## src/verilog/nptx_params.svh

```systemverilog
// constants for the next page transmit word block
// assumes nothing; included by bare name wherever offsets or resets are needed
`ifndef NPTX_PARAMS_SVH
`define NPTX_PARAMS_SVH

// register indices; byte address is four times the index
`define NPTX_IDX_WORD   6'h07
`define NPTX_IDX_STAT   6'h08

// field positions inside the next page word
`define NPTX_BIT_MORE   15
`define NPTX_BIT_TYPE   13
`define NPTX_BIT_ACK    12
`define NPTX_CODE_HI_MSB 10
`define NPTX_CODE_HI_LSB 8
`define NPTX_CODE_LO_MSB 7
`define NPTX_CODE_LO_LSB 0

// status register field position
`define NPTX_BIT_HELD   0

// reset value: message page, null message code, all flags clear
`define NPTX_RST_WORD   16'h2001

// axi4-lite response codes
`define NPTX_RESP_OKAY  2'h0
`define NPTX_RESP_SLVERR 2'h2

`endif

```

## src/verilog/nptx_pkg.sv

```systemverilog
// types shared by the next page transmit word block
// assumes the params header is compiled alongside it
package nptx_pkg;

	// one next page link code word, msb first
	typedef struct packed {
		logic        more_pages;        // another next page follows
		logic        rsvd;              // always zero
		logic        page_type;         // 1 message page, 0 unformatted
		logic        comply_ack;        // local device can comply
		logic        transmit_toggle;   // kept by hardware only
		logic [10:0] code;              // message or unformatted code
	} nptx_word_t;

endpackage

```

## src/verilog/nptx_regs.sv

```systemverilog
// next page transmit word register with an axi4-lite slave port
// assumes arbitration logic on the same clock pulses request and exchanged
//
// Summary of operation
// - register contents are sent as local next page
// - bit 15 more pages flag, writable, resets 0
// - bit 14 ignores writes, reads zero
// - bit 13 page type, writable, resets 1
// - bit 12 comply acknowledge, writable, resets 0
// - toggle read-only, inverse of last exchanged toggle
// - low 11 bits code, writable, sent as code
// - code is message when page type is 1
// - code resets to one, the null page
//
// The AXI4-Lite interface to the registers was left to the implementer.
`timescale 1ns/100ps
`include "nptx_params.svh"
module nptx_regs
	import nptx_pkg::*;
(
	// clock, reset, enable
	input  wire logic        i_core_clk,
	input  wire logic        i_sys_rst,
	input  wire logic        i_clk_en,
	// axi4-lite write address and data
	input  wire logic [7:0]  i_s_axi_awaddr,
	input  wire logic        i_s_axi_awvalid,
	output logic             o_s_axi_awready,
	input  wire logic [31:0] i_s_axi_wdata,
	input  wire logic [3:0]  i_s_axi_wstrb,
	input  wire logic        i_s_axi_wvalid,
	output logic             o_s_axi_wready,
	// axi4-lite write response
	output logic [1:0]       o_s_axi_bresp,
	output logic             o_s_axi_bvalid,
	input  wire logic        i_s_axi_bready,
	// axi4-lite read
	input  wire logic [7:0]  i_s_axi_araddr,
	input  wire logic        i_s_axi_arvalid,
	output logic             o_s_axi_arready,
	output logic [31:0]      o_s_axi_rdata,
	output logic [1:0]       o_s_axi_rresp,
	output logic             o_s_axi_rvalid,
	input  wire logic        i_s_axi_rready,
	// arbitration side
	input  wire logic        i_np_request,
	input  wire logic        i_np_exchanged,
	output nptx_word_t       o_np_tx_word,
	output logic             o_np_tx_valid,
	output logic             o_np_tx_message
);

	// write channel state
	logic        aw_held;          // write address taken, not yet used
	logic        w_held;           // write data taken, not yet used
	logic [7:0]  awaddr_q;         // held write address
	logic [31:0] wdata_q;          // held write data
	logic [3:0]  wstrb_q;          // held byte strobes
	logic        next_aw_held;
	logic        next_w_held;
	logic [7:0]  next_awaddr;
	logic [31:0] next_wdata;
	logic [3:0]  next_wstrb;
	logic        next_awready;
	logic        next_wready;
	logic [1:0]  next_bresp;
	logic        next_bvalid;
	logic        wr_fire;          // both halves present, write happens now
	logic        wr_hit_word;      // write aimed at the next page word

	// read channel state
	logic        next_arready;
	logic [31:0] next_rdata;
	logic [1:0]  next_rresp;
	logic        next_rvalid;
	logic        rd_take;          // read address accepted this cycle

	// the next page word itself
	nptx_word_t  np_word;          // software copy
	nptx_word_t  next_np_word;

	// a write happens once address and data are both held
	assign wr_fire     = aw_held && w_held && !o_s_axi_bvalid;
	assign wr_hit_word = (awaddr_q[7:2] == `NPTX_IDX_WORD);
	assign rd_take     = i_s_axi_arvalid && o_s_axi_arready;

	// write channel next values
	always_comb begin
		next_aw_held = aw_held;
		next_w_held  = w_held;
		next_awaddr  = awaddr_q;
		next_wdata   = wdata_q;
		next_wstrb   = wstrb_q;
		next_bresp   = o_s_axi_bresp;
		next_bvalid  = o_s_axi_bvalid;
		// take address and data in either order
		if (i_s_axi_awvalid && o_s_axi_awready) begin
			next_aw_held = 1'b1;
			next_awaddr  = i_s_axi_awaddr;
		end
		if (i_s_axi_wvalid && o_s_axi_wready) begin
			next_w_held = 1'b1;
			next_wdata  = i_s_axi_wdata;
			next_wstrb  = i_s_axi_wstrb;
		end
		// complete the write and raise the response
		if (wr_fire) begin
			next_aw_held = 1'b0;
			next_w_held  = 1'b0;
			next_bvalid  = 1'b1;
			if (wr_hit_word || awaddr_q[7:2] == `NPTX_IDX_STAT) begin
				next_bresp = `NPTX_RESP_OKAY;
			end else begin
				next_bresp = `NPTX_RESP_SLVERR;
			end
		end
		// response taken by the master
		if (o_s_axi_bvalid && i_s_axi_bready) begin
			next_bvalid = 1'b0;
		end
		// one write under way at a time
		next_awready = !next_aw_held && !next_bvalid;
		next_wready  = !next_w_held && !next_bvalid;
	end

	// write channel registers
	always_ff @(posedge i_core_clk or posedge i_sys_rst) begin
		if (i_sys_rst) begin
			aw_held         <= 1'b0;
			w_held          <= 1'b0;
			awaddr_q        <= 8'h00;
			wdata_q         <= 32'h0000_0000;
			wstrb_q         <= 4'h0;
			o_s_axi_awready <= 1'b0;
			o_s_axi_wready  <= 1'b0;
			o_s_axi_bresp   <= `NPTX_RESP_OKAY;
			o_s_axi_bvalid  <= 1'b0;
		end else if (i_clk_en) begin
			aw_held         <= next_aw_held;
			w_held          <= next_w_held;
			awaddr_q        <= next_awaddr;
			wdata_q         <= next_wdata;
			wstrb_q         <= next_wstrb;
			o_s_axi_awready <= next_awready;
			o_s_axi_wready  <= next_wready;
			o_s_axi_bresp   <= next_bresp;
			o_s_axi_bvalid  <= next_bvalid;
		end
	end

	// next page word next values
	always_comb begin
		next_np_word = np_word;
		if (wr_fire && wr_hit_word) begin
			// low byte of the code
			if (wstrb_q[0]) begin
				next_np_word.code[7:0] = wdata_q[`NPTX_CODE_LO_MSB:`NPTX_CODE_LO_LSB];
			end
			// high byte: flags and top of the code
			if (wstrb_q[1]) begin
				next_np_word.more_pages = wdata_q[`NPTX_BIT_MORE];
				next_np_word.page_type  = wdata_q[`NPTX_BIT_TYPE];
				next_np_word.comply_ack = wdata_q[`NPTX_BIT_ACK];
				next_np_word.code[10:8] = wdata_q[`NPTX_CODE_HI_MSB:`NPTX_CODE_HI_LSB];
			end
		end
		// toggle follows the exchange, never software
		if (i_np_exchanged) begin
			next_np_word.transmit_toggle = !o_np_tx_word.transmit_toggle;
		end
		// reserved bit cannot be set
		next_np_word.rsvd = 1'b0;
	end

	// next page word register
	always_ff @(posedge i_core_clk or posedge i_sys_rst) begin
		if (i_sys_rst) begin
			np_word <= `NPTX_RST_WORD;
		end else if (i_clk_en) begin
			np_word <= next_np_word;
		end
	end

	// read channel next values
	always_comb begin
		// arready returns whenever no read data is pending
		next_arready = o_s_axi_arready || !o_s_axi_rvalid;
		next_rdata   = o_s_axi_rdata;
		next_rresp   = o_s_axi_rresp;
		next_rvalid  = o_s_axi_rvalid;
		// data taken by the master: accept the next address
		if (o_s_axi_rvalid && i_s_axi_rready) begin
			next_rvalid  = 1'b0;
			next_arready = 1'b1;
		end
		// decode the address and load the answer
		if (rd_take) begin
			next_arready = 1'b0;
			next_rvalid  = 1'b1;
			next_rresp   = `NPTX_RESP_OKAY;
			if (i_s_axi_araddr[7:2] == `NPTX_IDX_WORD) begin
				next_rdata = {16'h0000, np_word};
			end else if (i_s_axi_araddr[7:2] == `NPTX_IDX_STAT) begin
				next_rdata = 32'h0000_0000;
				next_rdata[`NPTX_BIT_HELD] = o_np_tx_valid;
			end else begin
				next_rdata = 32'h0000_0000;
				next_rresp = `NPTX_RESP_SLVERR;
			end
		end
	end

	// read channel registers; arready rises one cycle after reset
	always_ff @(posedge i_core_clk or posedge i_sys_rst) begin
		if (i_sys_rst) begin
			o_s_axi_arready <= 1'b0;
			o_s_axi_rdata   <= 32'h0000_0000;
			o_s_axi_rresp   <= `NPTX_RESP_OKAY;
			o_s_axi_rvalid  <= 1'b0;
		end else if (i_clk_en) begin
			o_s_axi_arready <= next_arready;
			o_s_axi_rdata   <= next_rdata;
			o_s_axi_rresp   <= next_rresp;
			o_s_axi_rvalid  <= next_rvalid;
		end
	end

	// snapshot of the whole word at the request, so a half written word is never seen
	nptx_word_latch u_latch (
		.i_core_clk (i_core_clk),
		.i_sys_rst  (i_sys_rst),
		.i_clk_en   (i_clk_en),
		.i_load     (i_np_request),
		.i_clear    (i_np_exchanged),
		.i_word     (np_word),
		.o_word     (o_np_tx_word),
		.o_held     (o_np_tx_valid),
		.o_message  (o_np_tx_message)
	);
endmodule

```

## src/verilog/nptx_word_latch.sv

```systemverilog
// holding register for the word handed to the arbitration logic
// assumes load and clear pulses come from logic on the same clock
`timescale 1ns/100ps
`include "nptx_params.svh"
module nptx_word_latch
	import nptx_pkg::*;
(
	// clock, reset, enable
	input  wire logic       i_core_clk,
	input  wire logic       i_sys_rst,
	input  wire logic       i_clk_en,
	// load and release
	input  wire logic       i_load,
	input  wire logic       i_clear,
	input  wire nptx_word_t i_word,
	// held word
	output nptx_word_t      o_word,
	output logic            o_held,
	output logic            o_message
);

	nptx_word_t next_word;   // next held word
	logic       next_held;   // next held flag
	logic       next_message; // next message flag

	// next values: a load in the same cycle as a clear keeps the word held
	always_comb begin
		next_word    = o_word;
		next_held    = o_held;
		next_message = o_message;
		if (i_clear) begin
			next_held = 1'b0;
		end
		if (i_load) begin
			next_word    = i_word;
			next_held    = 1'b1;
			next_message = i_word.page_type;
		end
	end

	// registers, frozen while the clock enable is low
	always_ff @(posedge i_core_clk or posedge i_sys_rst) begin
		if (i_sys_rst) begin
			o_word    <= `NPTX_RST_WORD;
			o_held    <= 1'b0;
			o_message <= 1'b1;
		end else if (i_clk_en) begin
			o_word    <= next_word;
			o_held    <= next_held;
			o_message <= next_message;
		end
	end

endmodule
```

## config.mk

```make
export PLATFORM = sky130hd
export DESIGN_NAME = nptx_regs
export DESIGN_NICKNAME = d
export VERILOG_FILES = /design/src/verilog/nptx_pkg.sv /design/src/verilog/nptx_regs.sv /design/src/verilog/nptx_word_latch.sv
export VERILOG_INCLUDE_DIRS = /design/src /design/src/verilog
export SDC_FILE = /design/constraint.sdc
export NUM_CORES = 1
export LEC_CHECK = 0
export ABC_AREA = 1
export BUFFER_PORTS_ARGS = -buffer_cell sky130_fd_sc_hd__buf_2
export CELL_PAD_IN_SITES_DETAIL_PLACEMENT = 2
export CELL_PAD_IN_SITES_GLOBAL_PLACEMENT = 2
export CORE_ASPECT_RATIO = 0.8
export CORE_MARGIN = 4
export CORE_UTILIZATION = 29
export CTS_CLUSTER_DIAMETER = 100
export DETAILED_ROUTE_END_ITERATION = 12
export GPL_ROUTABILITY_DRIVEN = 1
export PLACE_DENSITY = 0.84
export SYNTH_ARGS = -nofsm -noshare
export SYNTH_HDL_FRONTEND = slang
export SYNTH_SLANG_ARGS = --single-unit
```

## constraint.sdc

```tcl
create_clock -name i_core_clk -period 2.89 [get_ports i_core_clk]
set_input_delay 0.1445 -clock i_core_clk [delete_from_list [all_inputs] [get_ports i_core_clk]]
set_output_delay 0.1445 -clock i_core_clk [all_outputs]
set_load 0.01 [all_outputs]
```

==> results.sh <==
export IMPL_min_path_type="in -> reg"
export IMPL_worst_slew_margin_rel=0.269
export IMPL_finalSetupTns_ns=0
export IMPL_syn_inst=347
export IMPL_worst_slew_pin_transition_ns=1.10
export IMPL_final_common_cell="nand2_1"
export IMPL_cts_htree_levels=3
export IMPL_synth_warnings=0
export IMPL_yosys_register_bits=77
export IMPL_drv_slew=0
export IMPL_layout_common_cells="nand2_1, buf_2, dfrtp_1"
export IMPL_area_delta_synth_final_pct=23.2
export IMPL_drive_gt1_frac=0.278
export IMPL_critPathCaptureType="flip-flop"
export IMPL_final_core_util=0.370
export IMPL_grt_pass1_wl_mm=14.7
export IMPL_antenna_found_initial=0
export IMPL_cts_tree="done"
export IMPL_multi_input_area_sq_um=1150
export IMPL_fin_nets=489
export IMPL_rrSetupSlack_ns=1.22
export IMPL_pre_cts_slack_ns=1.18
export IMPL_yosys_most_used_dff="dfrtp_1"
export IMPL_grt_start_max_net_pins=65
export IMPL_leakage_nw=2.20
export IMPL_min_delay_start="i_s_axi_wdata[6]"
export IMPL_rows=34
export IMPL_worstHoldPathCells=3
export IMPL_wl_mm=8.92
export IMPL_ios=121
export IMPL_power_total_mw=3.23
export IMPL_max_vdd_ir_drop_v=0.000245
export IMPL_synth_lib_cells_used_distinct=26
export IMPL_reg2reg_to="w_held$_DFFE_PP0P_"
export IMPL_hold_end="wdata_q[6]$_DFFE_PP0P_"
export IMPL_antenna_left=0
export IMPL_vias=2599
export IMPL_die_x_um=127
export IMPL_cts_root_buf="clkbuf_16"
export IMPL_insertion_delay_ns=0.34
export IMPL_layout_setup_ws_ns=1.22
export IMPL_nFillCells=1250
export IMPL_core_area_sq_um=11000
export IMPL_dpl_cell_area_sq_um=3720
export IMPL_die_h_um=103
export IMPL_gr_total_overflow=0
export IMPL_synth_async_reset_ratio=1.00
export IMPL_clkTransAtPathRegs_ns=0.06
export IMPL_timing_max_cap_violations=0
export IMPL_placedCellCount=557
export IMPL_synth_avg_cell_area_sq_um=9.51
export IMPL_crit_path_max_fanout=19
export IMPL_synth_edff_count=0
export IMPL_critPathKind="reg -> reg"
export IMPL_final_cells=576
export IMPL_regArea_sq_um=1930
export IMPL_port_buffers=76
export IMPL_drtIter0Drc=58
export IMPL_rsz0062_at_grt="no"
export IMPL_r2r_start="o_s_axi_wready$_DFFE_PP0P_"
export IMPL_fin_crit_sh=0.579
export IMPL_hold_ws_ns=0.00961
export IMPL_hold_viol_final=0
export IMPL_grt_use_total=0.144
export IMPL_fin_area_sq_um=4060
export IMPL_syn_area_sq_um=3300
export IMPL_ys_seq_area_frac=0.586
export IMPL_place_congestion=0.765
export IMPL_die_area_sq_um=13200
export IMPL_p_per_area_nw_per_um2=795
export IMPL_clockBufferDepth=2
export IMPL_clock_fmax_mhz=598
export IMPL_vias_per_cell=4.51
export IMPL_clock_sinks=77
export IMPL_cp_required_ns=3.11
export IMPL_grt_pass1_vias=2895
export IMPL_period_needed_ns=1.67
export IMPL_cp_start_kind="flip-flop"
export IMPL_start_util=0.301
export IMPL_drc=0
export IMPL_first_pass_iters=4
export IMPL_cts_made_buffers=9
export IMPL_clock_skew_ns=0.00479
export IMPL_cp_arrival_ns=1.90
export IMPL_diodes=0
export IMPL_dpl_hpwl_mm=6.50
export IMPL_reg2reg_depth=4
export IMPL_finalSetupViolCount=0
export IMPL_post_drt_wl_per_cell_um=15.5
export IMPL_cts_resized=0
export IMPL_status="finished clean"
-- cell families after synthesis --
family / after synthesis / synth area share
AND/OR/NAND/NOR: 180 / 0.236
flip-flops: 77 / 0.586
multiplexers: 15 / 0.0512
buffers and inverters: 48 / 0.0861
other: 1 / 0.00114
AO/OA/AOI/OAI: 26 / 0.0402
-- synthesized netlist by cell type (2+ instances only) --
cell type | count | area share
a21oi_1 | 2 | 0.0030
buf_2 | 2 | 0.0030
buf_4 | 23 | 0.052
buf_6 | 2 | 0.0068
clkbuf_1 | 3 | 0.0034
dfrtp_1 | 73 | 0.55
dfstp_2 | 4 | 0.032
inv_1 | 16 | 0.018
mux2_2 | 15 | 0.051
nand2_1 | 138 | 0.16
nand2_4 | 2 | 0.0068
nand3_1 | 20 | 0.030
nand4_1 | 2 | 0.0038
nor2_1 | 11 | 0.013
nor3_4 | 2 | 0.0099
o21ai_0 | 21 | 0.032
o21ai_1 | 2 | 0.0030
-- repair_timing --
action | CTS | global route
hold endpoints to repair | 3 | 0
setup buffers | 0 | 0
hold buffers | 3 | 0
-- layout make-up --
cell class / count / share of cell area
Clock buffer: 12 / 0.0582
Multi-Input combinational cell: 241 / 0.284
Timing Repair Buffer: 80 / 0.103
Clock inverter: 4 / 0.0182
Tap cell: 144 / 0.0443
Inverter: 18 / 0.0169
Sequential cell: 77 / 0.475
-- how the worst max path moves through the flow --
stage | endpoint | depth (start not counted) | slack (ns) | startpoint
after floorplan | aw_held$_DFFE_PP0P_ | 1 | 0.79 | i_sys_rst
after global placement | w_held$_DFFE_PP0P_ | 4 | 1.24 | o_s_axi_wready$_DFFE_PP0P_
after detailed placement | w_held$_DFFE_PP0P_ | 4 | 1.18 | o_s_axi_wready$_DFFE_PP0P_
after CTS | wstrb_q[0]$_DFFE_PP0P_ | 3 | 1.15 | o_s_axi_wready$_DFFE_PP0P_
after global routing | w_held$_DFFE_PP0P_ | 4 | 1.01 | o_s_axi_wready$_DFFE_PP0P_
final | w_held$_DFFE_PP0P_ | 4 | 1.22 | o_s_axi_wready$_DFFE_PP0P_
-- critical path, cell delays in order, from the launching register on --
cell	delay, ns
dfrtp_1	0.41
nand3_2	0.27
clkinv_1	0.49
o21ai_0	0.31
inv_1	0.07
-- layer usage --
layer  track usage  routed length [um]  up-vias  share of wire
met5             0                   0        -              0
met4        0.0346                  87        0         0.0098
met3        0.0488                 586       11          0.066
met2         0.251                4400       74           0.49
met1         0.174                3850     1297           0.43
li1              -                   -     1217              -
-- registers in the layout, summed over array words and instances (netlist names), 2 cells and up --
register        flops
o_s_axi_rdata      15
wstrb_q             2
awaddr_q            6
wdata_q            14
u_latch.o_word     15
np_word            15
-- power by group --
part / switching [mW] / internal [mW]
clock network: 0.432 / 0.757
registers: 0.153 / 1.32
logic: 0.369 / 0.203
Note: power is estimated with default switching activity, not from simulation.
